File: src/sel_defines.svh
// Timing and format constants for the serial echo link and its watchdog.
`ifndef SEL_DEFINES_SVH
`define SEL_DEFINES_SVH
`define SEL_CLK_MHZ 250
`define SEL_CHAR_W 8
`define SEL_STARTUP_MS 4000
`define SEL_STARTUP_CYC (`SEL_STARTUP_MS * 1000 * `SEL_CLK_MHZ)
`define SEL_WDOG_MS 660
`define SEL_WDOG_CYC (`SEL_WDOG_MS * 1000 * `SEL_CLK_MHZ)
`define SEL_PERIOD_MS 50
`define SEL_PERIOD_CYC (`SEL_PERIOD_MS * 1000 * `SEL_CLK_MHZ)
`define SEL_SCLK_KBPS 500
`define SEL_HALF_BIT_CYC (`SEL_CLK_MHZ * 1000 / (2 * `SEL_SCLK_KBPS))
`define SEL_ECHO_GAP_US 100
`define SEL_ECHO_GAP_CYC (`SEL_ECHO_GAP_US * `SEL_CLK_MHZ)
`define SEL_CHAR_RST 8'h00
`endif

File: src/sel_pkg.sv
// Types shared by both ends of the serial echo link.
package sel_pkg;
  typedef logic [7:0] sel_char_t;
  typedef enum logic [1:0] {SEL_DEV_STARTUP, SEL_DEV_RUN} sel_dev_e;
  typedef enum logic [2:0] {SEL_HOST_WAIT, SEL_HOST_LO, SEL_HOST_HI, SEL_HOST_GAP,
                            SEL_HOST_CHECK} sel_host_e;
endpackage : sel_pkg

File: src/sel_link_if.sv
// Serial link between the host master and the module controller.
interface sel_link_if;
  logic sclk;
  logic cs_n;
  logic mosi;
  logic miso;
  modport host (output sclk, output cs_n, output mosi, input miso);
  modport device (input sclk, input cs_n, input mosi, output miso);
endinterface : sel_link_if

File: src/sel_host.sv
// Host end: sends an incrementing character every period and checks the echo.
`include "sel_defines.svh"
module sel_host #(
  parameter int unsigned PERIOD_CYC = `SEL_PERIOD_CYC,
  parameter int unsigned HALF_BIT_CYC = `SEL_HALF_BIT_CYC
) (
  input wire logic ref_clk,
  input wire logic rst_n,
  sel_link_if.host link,
  output logic host_send_indicator,
  output logic host_match_indicator
);
  import sel_pkg::*;

  initial begin
    if (HALF_BIT_CYC < 2 || HALF_BIT_CYC > 65535 || PERIOD_CYC < 40 * HALF_BIT_CYC) begin
      $error("sel_host: period too short for one character");
    end
  end

  // Synchroniser for the returning data pin.
  logic mi1_q, mi2_q;
  always_ff @(posedge ref_clk or negedge rst_n) begin
    if (!rst_n) begin
      mi1_q <= 1'b0;
      mi2_q <= 1'b0;
    end else begin
      mi1_q <= link.miso;
      mi2_q <= mi1_q;
    end
  end

  // Frame sequencer: each frame sends the next character and reads the prior echo.
  sel_host_e st_q, st_d;
  logic [31:0] per_q, per_d;
  logic [15:0] hb_q, hb_d;
  logic [3:0] bit_q, bit_d;
  sel_char_t tx_q, tx_d, rx_q, rx_d, exp_q, exp_d, sh_q, sh_d;
  logic sclk_q, sclk_d, cs_q, cs_d, snd_q, snd_d, mat_q, mat_d, got_q, got_d;
  always_comb begin
    st_d = st_q;
    per_d = (per_q + 32'd1 >= PERIOD_CYC) ? 32'd0 : per_q + 32'd1;
    hb_d = hb_q;
    bit_d = bit_q;
    tx_d = tx_q;
    rx_d = rx_q;
    exp_d = exp_q;
    sh_d = sh_q;
    sclk_d = sclk_q;
    cs_d = cs_q;
    snd_d = snd_q;
    mat_d = mat_q;
    got_d = got_q;
    unique case (st_q)
      SEL_HOST_WAIT: begin
        if (per_q == 32'd0) begin
          st_d = SEL_HOST_LO;
          cs_d = 1'b0;
          sh_d = tx_q;
          exp_d = tx_q - 8'd1;
          snd_d = ~snd_q;
          bit_d = 4'd0;
          hb_d = 16'd0;
        end
      end
      SEL_HOST_LO: begin
        hb_d = hb_q + 16'd1;
        if (hb_q + 16'd1 >= HALF_BIT_CYC[15:0]) begin
          hb_d = 16'd0;
          sclk_d = 1'b1;
          rx_d = {rx_q[6:0], mi2_q};
          st_d = SEL_HOST_HI;
        end
      end
      SEL_HOST_HI: begin
        hb_d = hb_q + 16'd1;
        if (hb_q + 16'd1 >= HALF_BIT_CYC[15:0]) begin
          hb_d = 16'd0;
          sclk_d = 1'b0;
          sh_d = {sh_q[6:0], 1'b0};
          bit_d = bit_q + 4'd1;
          st_d = (bit_q == 4'd7) ? SEL_HOST_GAP : SEL_HOST_LO;
        end
      end
      SEL_HOST_GAP: begin
        hb_d = hb_q + 16'd1;
        if (hb_q + 16'd1 >= HALF_BIT_CYC[15:0]) begin
          cs_d = 1'b1;
          st_d = SEL_HOST_CHECK;
        end
      end
      SEL_HOST_CHECK: begin
        if (got_q && rx_q == exp_q) begin
          mat_d = ~mat_q;
        end
        got_d = 1'b1;
        tx_d = tx_q + 8'd1;
        st_d = SEL_HOST_WAIT;
      end
      default: st_d = SEL_HOST_WAIT;
    endcase
  end
  always_ff @(posedge ref_clk or negedge rst_n) begin
    if (!rst_n) begin
      st_q <= SEL_HOST_WAIT;
      per_q <= 32'd1;
      hb_q <= 16'd0;
      bit_q <= 4'd0;
      tx_q <= `SEL_CHAR_RST;
      rx_q <= `SEL_CHAR_RST;
      exp_q <= `SEL_CHAR_RST;
      sh_q <= `SEL_CHAR_RST;
      sclk_q <= 1'b0;
      cs_q <= 1'b1;
      snd_q <= 1'b0;
      mat_q <= 1'b0;
      got_q <= 1'b0;
    end else begin
      st_q <= st_d;
      per_q <= per_d;
      hb_q <= hb_d;
      bit_q <= bit_d;
      tx_q <= tx_d;
      rx_q <= rx_d;
      exp_q <= exp_d;
      sh_q <= sh_d;
      sclk_q <= sclk_d;
      cs_q <= cs_d;
      snd_q <= snd_d;
      mat_q <= mat_d;
      got_q <= got_d;
    end
  end

  // Pin and indicator drive.
  assign link.sclk = sclk_q;
  assign link.cs_n = cs_q;
  assign link.mosi = sh_q[7];
  assign host_send_indicator = snd_q;
  assign host_match_indicator = mat_q;
endmodule : sel_host

File: src/flat_wrapper.sv
// flat-port wrapper written by rule: the top's interface ports become plain ports
module sel_host_flat import sel_pkg::*;
#(
  parameter int unsigned PERIOD_CYC = `SEL_PERIOD_CYC,
  parameter int unsigned HALF_BIT_CYC = `SEL_HALF_BIT_CYC
)
  (ref_clk, rst_n, host_send_indicator, host_match_indicator, link_sclk, link_cs_n, link_mosi, link_miso);
  sel_link_if link_i ();
  input wire logic ref_clk;
  input wire logic rst_n;
  output logic host_send_indicator;
  output logic host_match_indicator;
  output wire logic [$bits(link_i.sclk)-1:0] link_sclk;
  output wire logic [$bits(link_i.cs_n)-1:0] link_cs_n;
  output wire logic [$bits(link_i.mosi)-1:0] link_mosi;
  input wire logic [$bits(link_i.miso)-1:0] link_miso;
  assign link_sclk = link_i.sclk;
  assign link_cs_n = link_i.cs_n;
  assign link_mosi = link_i.mosi;
  assign link_i.miso = link_miso;
  sel_host #(.PERIOD_CYC(PERIOD_CYC), .HALF_BIT_CYC(HALF_BIT_CYC)) u_core (.ref_clk(ref_clk), .rst_n(rst_n), .link(link_i), .host_send_indicator(host_send_indicator), .host_match_indicator(host_match_indicator));
endmodule
File: config.mk
export PLATFORM = sky130hd
export DESIGN_NAME = sel_host_flat
export DESIGN_NICKNAME = d
export VERILOG_FILES = /design/src/sel_pkg.sv /design/src/sel_link_if.sv /design/src/sel_host.sv /design/src/flat_wrapper.sv
export VERILOG_INCLUDE_DIRS = /design/src
export SDC_FILE = /design/constraint.sdc
export NUM_CORES = 1
export LEC_CHECK = 0
export BUFFER_PORTS_ARGS = -buffer_cell sky130_fd_sc_hd__buf_2
export CAP_MARGIN = 30
export CORE_MARGIN = 8
export CORE_UTILIZATION = 55
export CTS_CLUSTER_SIZE = 8
export DETAILED_ROUTE_END_ITERATION = 10
export PLACE_DENSITY = 0.79
export SETUP_SLACK_MARGIN = 0.15
export SYNTH_ARGS = -nofsm -noshare
export SYNTH_HDL_FRONTEND = slang
export SYNTH_SLANG_ARGS = --single-unit
File: constraint.sdc
create_clock -name ref_clk -period 2.8 [get_ports ref_clk]
set_input_delay 0 -clock ref_clk [delete_from_list [all_inputs] [get_ports ref_clk]]
set_output_delay 0 -clock ref_clk [all_outputs]
set_load 0.02 [all_outputs]
==> impl_metrics.tcl, run 1 <==
set metrics [dict create \
    status "finished clean" \
    synth_seq_cells 94 \
    hold_violations 0 \
    timing.setup.tns_ns 0 \
    cts_tree "built" \
    setup_viol 0 \
    crit_required_ns 3.06 \
    fin_worst_skew_ns 0.01561 \
    startpoint "u_core.hb_q[0]" \
    vdd_drop_max_mv 0.2202 \
    start_util_pct 56.81 \
    drv_cap 0 \
    root_buffer "clkbuf_8" \
    synth_edf_count 0 \
    yosysUniqueCellTypes 61 \
    synth_top_area_share_pct 43.65 \
    io_pins 8 \
    cp.arrival_ns 2.87 \
    rr_worst_depth 8 \
    routed.top_layer "met4" \
    synth_area_um2 5274 \
    ys_warn_count 0 \
    grt_max_degree 77 \
    hpwl_um 7892 \
    gp_congestion 0.9432 \
    numCtsBuffers 9 \
    yosys-top-cells-area "dfrtp_1 44%, mux2_2 5.6%, xor2_1 4.7%, xnor2_1 4.0%, nand2_1 3.6%" \
    wirelength_um 11560 \
    synth_flop_cell "dfrtp_1" \
    grtUsageTotal_pct 18.29 \
    ctsLongestPathBuffers 2 \
    relSlewSlack_pct 37.59 \
    worst_r2r_startpoint "u_core.hb_q[0]" \
    nNetsFinal 587 \
    wl_met1_um 5037 \
    first_pass_iters 5 \
    worstPathMaxFanout 7 \
    die_h_um 113.9 \
    hold_class "input port to register" \
    endpoint_kind "register" \
    met3_length_um 444 \
    postSynthAreaPerCell_um2 9.730 \
    ant_nets 0 \
    viasPerCell 5.917 \
    nFillCells 699 \
    multi_input_area_um2 2860 \
    rsz0062_at_grt "true" \
    rows 35 \
    die_area_um2 12980 \
    layout_setup_ws_ns 0.1981 \
    crit_path_start_kind "register" \
    met2_length_um 5846 \
    cts_htree_levels 3 \
    clk_pin_slew_ns 0.11 \
    ff2ff_setup_slack_ns 0.20 \
    die_w_um 113.9 \
    drt_iter0_drc 282 \
    drc 0 \
    post-route-period-util_pct 92.93 \
    post_route_cells_drive_above_1_share_pct 22.51 \
    syn_inst 542 \
    powerDensity_nw_per_um2 437.0 \
    criticalPathCategory "register to register" \
    core_area_um2 9284 \
    clock_sinks 94 \
    worst_pin_slew_ns 0.9362 \
    async_reset_ff_share_pct 100.0 \
    dpl_worst_slack_ns 0.009827 \
    ys_seq_area_share_pct 44.65 \
    antenna_found_initial 0 \
    synth_area_leader_cell "dfrtp_1" \
    num_antenna_cells 0 \
    final_max_slew_viol_count 0 \
    r2r_end "u_core.hb_q[5]" \
    worstHoldPathCells 2 \
    min_period_ns 2.602 \
    port_buffers 7 \
    drt-wirelength-per-cell_um 16.26 \
    insertion_delay_ns 0.37 \
    fmax_mhz 384.3 \
    power_leakage_nw 2.683 \
    grt_pass1_wl_um 19260 \
    grt_pass1_vias 4051 \
    vias 4207 \
    grt_overflow_total 0 \
    crit_path_end "u_core.hb_q[5]" \
    area_delta_synth_final_pct 14.45 \
    seqCellArea_um2 2362 \
]
flip-flops by register name (all words and copies together) (netlist names):
signal and count:
u_core.st_q 3, u_core.exp_q 8, u_core.hb_q 16, u_core.mi2_q 1, u_core.mi1_q 1, u_core.bit_q 4
u_core.got_q 1, u_core.rx_q 8, u_core.host_match_indicator 1, u_core.per_q 32, u_core.tx_q 8, u_core.sh_q 8
u_core.host_send_indicator 1, u_core.link.cs_n 1, u_core.link.sclk 1
cells in the mapped netlist (2+ instances only):
master and number:
dfrtp_1 92, nand2_1 51, nor3_1 34, o21ai_0 32, xor2_1 28, nor2_1 27
mux2_2 26, nand3_1 24, xnor2_1 24, clkbuf_1 22, nor4_1 15, inv_1 12
nand4_1 12, buf_2 11, a21oi_1 9, and2_1 9, and3_1 9, a21o_1 8
a31oi_1 7, ha_1 7, nand2b_1 6, o31ai_1 6, mux2i_1 5, nand3b_1 5
nor3b_1 5, nor4b_1 4, or3_1 4, a22o_1 3, o2111a_1 3, a41oi_1 2
and4_1 2, clkbuf_2 2, dfstp_2 2, nand4b_1 2, nor2b_1 2, nor4_4 2
o21bai_1 2, or2_2 2, or4_1 2
layer usage:
metal	track usage (%)	vias to the layer above
li1	-	1994
met1	22.01	2065
met2	31.66	119
met3	4.173	29
met4	5.768	0
met5	0	-
cell usage in the layout, fill, tap and decap left out, types with 11 or more instances in the layout:
master    n
nor4_1   11
xnor2_1  24
dfrtp_1  86
o21ai_0  31
xor2_1   28
nand3_1  24
nor3_1   32
inv_1    12
buf_4    40
nand4_1  12
nor2_1   27
mux2_2   26
nand2_1  50
layout make-up:
type | instances | area share, %
Timing Repair Buffer | 52 | 6.696
Sequential cell | 94 | 39.14
Clock inverter | 7 | 1.244
Multi-Input combinational cell | 407 | 47.39
Inverter | 13 | 0.8085
Clock buffer | 9 | 2.052
Tap cell | 129 | 2.674
how the worst min path moves through the flow:
stage	startpoint	endpoint
floorplan	rst_n	u_core.bit_q[0]
global placement	link_miso	u_core.mi1_q
detailed placement	link_miso	u_core.mi1_q
CTS	link_miso	u_core.mi1_q
global route	link_miso	u_core.mi1_q
finish	link_miso	u_core.mi1_q
power by group:
group	internal (mW)	leakage [nW]	switching, mW
registers	1.41	1.26	0.0686
clock network	0.352	0.0981	0.532
logic	0.117	1.32	0.160
per-stage QoR:
step	instance area, um^2	instances	utilization, %	total power [mW]	hold slack, ns
after global placement	5605	682	60.38	1.720	0.1089
after detailed placement	5605	682	60.38	1.738	0.1130
after global routing	6036	711	65.01	2.763	0.2699
after floorplan	5315	549	-	1.639	-0.2956
after CTS	5884	703	63.38	2.637	0.2718
final	6036	711	65.01	2.637	0.2709
cell families (layout without fill, tap and decap cells):
| logic type | after synthesis | in the layout | synth area share [%] |
|---|---|---|---|
| AO/OA/AOI/OAI | 82 | 82 | 10.39 |
| XOR/XNOR | 52 | 52 | 8.636 |
| adder cells (fa/ha/maj) | 7 | 7 | 1.661 |
| buffers and inverters | 48 | 81 | 3.725 |
| flip-flops | 94 | 94 | 44.65 |
| multiplexers | 32 | 32 | 6.762 |
| other | 1 | 8 | 0.07111 |
| AND/OR/NAND/NOR | 226 | 226 | 24.10 |
worst max-delay path, stage by stage (launching register included):
cell and delay [ns]:
dfrtp_2 0.48, nand3_4 0.15, or3_4 0.44, mux2i_2 0.19
nor4b_4 0.33, buf_4 0.20, a31oi_2 0.10, or2_2 0.35
o31ai_1 0.27
timing repair:
item,CTS,global route
pin swaps,2,4
gates cloned,0,0
buffers inserted,3,8
hold buffers,2,0
resized for setup,11,18
setup endpoints to repair,46,51
endpoints found under the hold margin,73,0
(Power assumes the default switching activity.)
==> run 2, diff against run 1 <==
- CTS_CLUSTER_SIZE: 8 -> default
- PLACE_DENSITY: 0.79 -> 0.76
- clock period: 2.8 -> 3.2 ns (I/O delays scaled with it)
==> run 2 against run 1 <==
Compared with the run above:
- cell area is 5.1% lower
- sequential power is 13% lower
- cell count is 3.4% lower
- first-iteration DRC count is 31% lower
- sequential share of layout area is 2.0 points higher
- routed wire length is 9.7% lower
- total power is 15% lower
- clock skew is 0.0031 ns higher
- largest cell class unchanged
==> impl_metrics.tcl, run 2 (same netlist as run 1, synthesis figures left out) <==
set metrics [dict create \
    grtUsageTotal_pct 17.29 \
    dpl_worst_slack_ns 0.2181 \
    largestRegisters "u_core.per_q x32, u_core.hb_q x16" \
    insertion_delay_ns 0.37 \
    area_delta_synth_final_pct 8.588 \
    post_route_cells_drive_above_1_share_pct 16.13 \
    die_w_um 113.9 \
    layout_setup_ws_ns 0.2549 \
    cp.arrival_ns 3.21 \
    hold_violations 0 \
    worst_pin_slew_ns 0.7488 \
    core_area_um2 9284 \
    die_h_um 113.9 \
    gp_congestion 0.9347 \
    io_pins 8 \
    setup_viol 0 \
    min_period_ns 2.945 \
    powerDensity_nw_per_um2 393.6 \
    drc 0 \
    grt_overflow_total 0 \
    ant_nets 0 \
    met2_length_um 5182 \
    worstPathMaxFanout 7 \
    grt_max_degree 61 \
    wl_met1_um 4717 \
    clock_sinks 94 \
    drv_cap 0 \
    endpoint_kind "register" \
    relSlewSlack_pct 50.08 \
    crit_required_ns 3.46 \
    vias 3949 \
    grt_pass1_wl_um 18360 \
    vdd_drop_max_mv 0.3153 \
    timing.setup.tns_ns 0 \
    wirelength_um 10440 \
    drt-wirelength-per-cell_um 15.20 \
    rsz0062_at_grt "true" \
    viasPerCell 5.748 \
    fin_worst_skew_ns 0.01870 \
    crit_path_start_kind "register" \
    total_power_mw 2.254 \
    hpwl_um 7422 \
    met3_length_um 367 \
    drt_iter0_drc 195 \
    port_buffers 7 \
    grt_pass1_vias 3946 \
    nFillCells 768 \
    multi_input_area_um2 2764 \
    final_common_cell "dfrtp_1" \
    status "finished clean" \
    fmax_mhz 339.5 \
    routed.top_layer "met4" \
    seqCellArea_um2 2359 \
    clk_pin_slew_ns 0.11 \
    numCtsBuffers 9 \
    root_buffer "clkbuf_8" \
    power_leakage_nw 2.524 \
    hold_class "input port to async pin" \
    num_antenna_cells 0 \
    start_util_pct 56.81 \
    largest_register_ffs 32 \
    antenna_found_initial 0 \
    die_area_um2 12980 \
    cts_tree "built" \
    post-route-period-util_pct 92.03 \
    cts_htree_levels 3 \
    criticalPathCategory "register to register" \
    rows 35 \
    nNetsFinal 563 \
    final_max_slew_viol_count 0 \
    largest-register "u_core.per_q" \
    ctsLongestPathBuffers 2 \
    first_pass_iters 4 \
    most-common-layout-cells "89 x dfrtp_1, 50 x nand2_1, 34 x nor3_1" \
]
-- run 2: metal layers --
layer | up-vias | track usage (%)
met5 | - | 0
met4 | 0 | 6.832
met3 | 18 | 3.275
met2 | 81 | 28.51
met1 | 1905 | 21.89
li1 | 1945 | -
-- run 2: through the flow --
step / std cells / hold slack (ns) / area (um^2) / util, %
detailed placement: 664 / 0.1097 / 5456 / 58.77
finish: 687 / 0.2278 / 5727 / 61.68
global placement: 664 / 0.1044 / 5456 / 58.77
CTS: 682 / 0.2403 / 5673 / 61.11
global route: 687 / 0.2452 / 5727 / 61.68
floorplan: 549 / -0.2956 / 5300 / -
-- run 2: worst max-delay path: stages, from the launching register on --
cell and delay, ns:
dfrtp_1 0.48, nand3_2 0.19, or3_1 0.52, mux2i_2 0.22, nor4b_4 0.41, nand2_2 0.18
o211ai_4 0.30, clkbuf_2 0.21, mux2_2 0.35
-- run 2: final cells by class --
cell class	count	share of cell area (%)
Multi-Input combinational cell	407	48.26
Sequential cell	94	41.18
Timing Repair Buffer	28	3.452
Tap cell	129	2.818
Clock buffer	9	2.163
Clock inverter	7	1.267
Inverter	13	0.8521
-- run 2: final timing paths --
| kind | end | start | depth (start not counted) | slack (ns) |
|---|---|---|---|---|
| max | u_core.sh_q[2] | u_core.hb_q[0] | 8 | 0.25 |
| min | u_core.mi1_q | rst_n | 2 | 0.23 |
| max reg2reg | u_core.sh_q[2] | u_core.hb_q[0] | 8 | 0.25 |
| min reg2reg | u_core.mi2_q | u_core.mi1_q | 0 | 0.37 |
| max in group asynchronous | u_core.per_q[0] | rst_n | 3 | 2.17 |
| min in group ref_clk | u_core.mi1_q | link_miso | 2 | 0.26 |
-- run 2: where the power goes --
group | switching [mW] | internal [mW] | leakage (nW) | total [mW]
logic | 0.112 | 0.0765 | 1.16 | 0.189
clock network | 0.467 | 0.307 | 0.0970 | 0.774
registers | 0.0603 | 1.23 | 1.27 | 1.29
total | 0.640 | 1.61 | 2.52 | 2.25
-- run 2: timing repair --
action,4_1_cts,5_1_grt
resized for setup,0,7
hold endpoints to repair,58,0
hold buffers,2,0
buffers inserted,0,5
endpoints found under the setup margin,0,18
==> run 3, diff against run 2 <==
- REMOVE_ABC_BUFFERS: default -> 1
- SLEW_MARGIN: default -> 10
==> run 3 against run 2 <==
Compared with the run above:
- sequential share of layout area is 0.21 points lower
- count of clock-buffer cells in the layout stayed put
- total power is 3.4% higher
- via count is 1.6% higher
- critical endpoint is now u_core.hb_q[8]
- largest cell class unchanged
- largest power group unchanged
==> impl_metrics.tcl, run 3 (same netlist as run 1, synthesis figures left out) <==
set metrics [dict create \
    final_util_pct 62.01 \
    antenna_found_initial 0 \
    cp.arrival_ns 3.19 \
    largest-register "u_core.per_q" \
    p_int_mw 1.690 \
    crit_path_start_kind "register" \
    rr_worst_depth 8 \
    powerDensity_nw_per_um2 404.7 \
    cts_tree "built" \
    worstPathMaxFanout 16 \
    core_area_um2 9284 \
    final_common_cell "dfrtp_1" \
    grtUsageTotal_pct 17.30 \
    timing.setup.tns_ns 0 \
    crit_path_end "u_core.hb_q[8]" \
    routed.top_layer "met4" \
    fmax_mhz 343.7 \
    final_max_slew_viol_count 0 \
    nFillCells 767 \
    met3_length_um 314 \
    drv_cap 0 \
    die_h_um 113.9 \
    worst_r2r_startpoint "u_core.hb_q[3]" \
    min_period_ns 2.909 \
    wl_met1_um 4770 \
    cts_htree_levels 3 \
    grt_max_degree 69 \
    port_buffers 7 \
    status "finished clean" \
    largestRegisters "u_core.per_q x32, u_core.hb_q x16" \
    worst_pin_slew_ns 0.8440 \
    io_pins 8 \
    start_util_pct 56.81 \
    vdd_drop_max_mv 0.2124 \
    hpwl_um 7560 \
    endpoint_kind "register" \
    post-route-period-util_pct 90.92 \
    insertion_delay_ns 0.37 \
    first_pass_iters 4 \
    hold_violations 0 \
    crit_required_ns 3.48 \
    startpoint "u_core.hb_q[3]" \
    drt-wirelength-per-cell_um 15.59 \
    numCtsBuffers 9 \
    ant_nets 0 \
    clk_pin_slew_ns 0.11 \
    rows 35 \
    relSlewSlack_pct 43.74 \
    post_route_cells_drive_above_1_share_pct 15.65 \
    rsz0062_at_grt "false" \
    hold_class "input port to async pin" \
    area_delta_synth_final_pct 9.158 \
    total_power_mw 2.330 \
    drt_iter0_drc 190 \
    die_area_um2 12980 \
    gp_congestion 0.9188 \
    die_w_um 113.9 \
    setup_viol 0 \
    met2_length_um 5479 \
    grt_overflow_total 0 \
    fin_worst_skew_ns 0.01237 \
    clock_sinks 94 \
    ff2ff_setup_slack_ns 0.29 \
    viasPerCell 5.857 \
    vias 4012 \
    root_buffer "clkbuf_8" \
    largest_register_ffs 32 \
    p_seq_share_pct 55.4 \
    drc 0 \
    clock_power_share_pct 36.2 \
    num_antenna_cells 0 \
    grt_pass1_vias 3919 \
    netSwitchingPower_uw 639.9 \
    switching_share_pct 27.47 \
    r2r_end "u_core.hb_q[8]" \
    ctsLongestPathBuffers 2 \
    comb_power_share_pct 8.3 \
    power_leakage_nw 2.531 \
    grt_pass1_wl_um 18500 \
    nNetsFinal 561 \
    criticalPathCategory "register to register" \
    wirelength_um 10680 \
    most-common-layout-cells "89 x dfrtp_1, 51 x nand2_1, 34 x nor3_1" \
]
[run 3: per-stage QoR]
stage | cell area [um^2] | instances | hold slack [ns] | setup WS, ns
finish | 5757 | 685 | 0.2737 | 0.2906
global route | 5757 | 685 | 0.2901 | 0.1170
CTS | 5698 | 681 | 0.2757 | 0.1877
detailed placement | 5461 | 663 | 0.1124 | 0.2077
global placement | 5461 | 663 | 0.1091 | 0.3425
floorplan | 5152 | 514 | -0.2956 | 0.4642
[run 3: worst min-delay path by stage]
stage,startpoint,cells past startpoint,to
finish,rst_n,2,u_core.rx_q[1]
global route,link_miso,2,u_core.mi1_q
CTS,link_miso,2,u_core.mi1_q
detailed placement,link_miso,1,u_core.mi1_q
global placement,link_miso,1,u_core.mi1_q
floorplan,rst_n,0,u_core.bit_q[0]
[run 3: final cells by class]
class	instances	area [um^2]	area share (%)
Clock buffer	9	123.9	2.152
Clock inverter	7	92.59	1.608
Inverter	13	48.80	0.8476
Multi-Input combinational cell	407	2761	47.97
Sequential cell	94	2359	40.97
Tap cell	129	161.4	2.804
Timing Repair Buffer	26	210.2	3.651
[run 3: worst max-delay path, cell delays in order (launching register included)]
cell      delay, ns
dfrtp_1        0.54
nand4_4        0.17
or3_1          0.48
mux2i_2        0.21
nor4b_4        0.41
buf_4          0.19
a31oi_4        0.18
or2_2          0.37
a221oi_1       0.26
[run 3: power by group through the flow]
stage	logic (mW)	clock network, mW	registers [mW]
after global routing	0.222	0.922	1.30
final	0.194	0.844	1.29
after global placement	0.179	0	1.31
after floorplan	0.122	0	1.30
after detailed placement	0.187	0	1.31
after CTS	0.192	0.861	1.29
[run 3: repair_timing]
item / in CTS / in global routing
resized for setup: 0 / 6
hold endpoints to repair: 67 / 0
buffers inserted: 0 / 4
hold buffers: 2 / 0
setup endpoints to repair: 0 / 22
[run 3: routing by layer]
metal	GRT usage, %	vias up
li1	-	1945
met1	21.30	1992
met2	30.24	65
met3	3.645	10
met4	3.993	0
met5	0	-
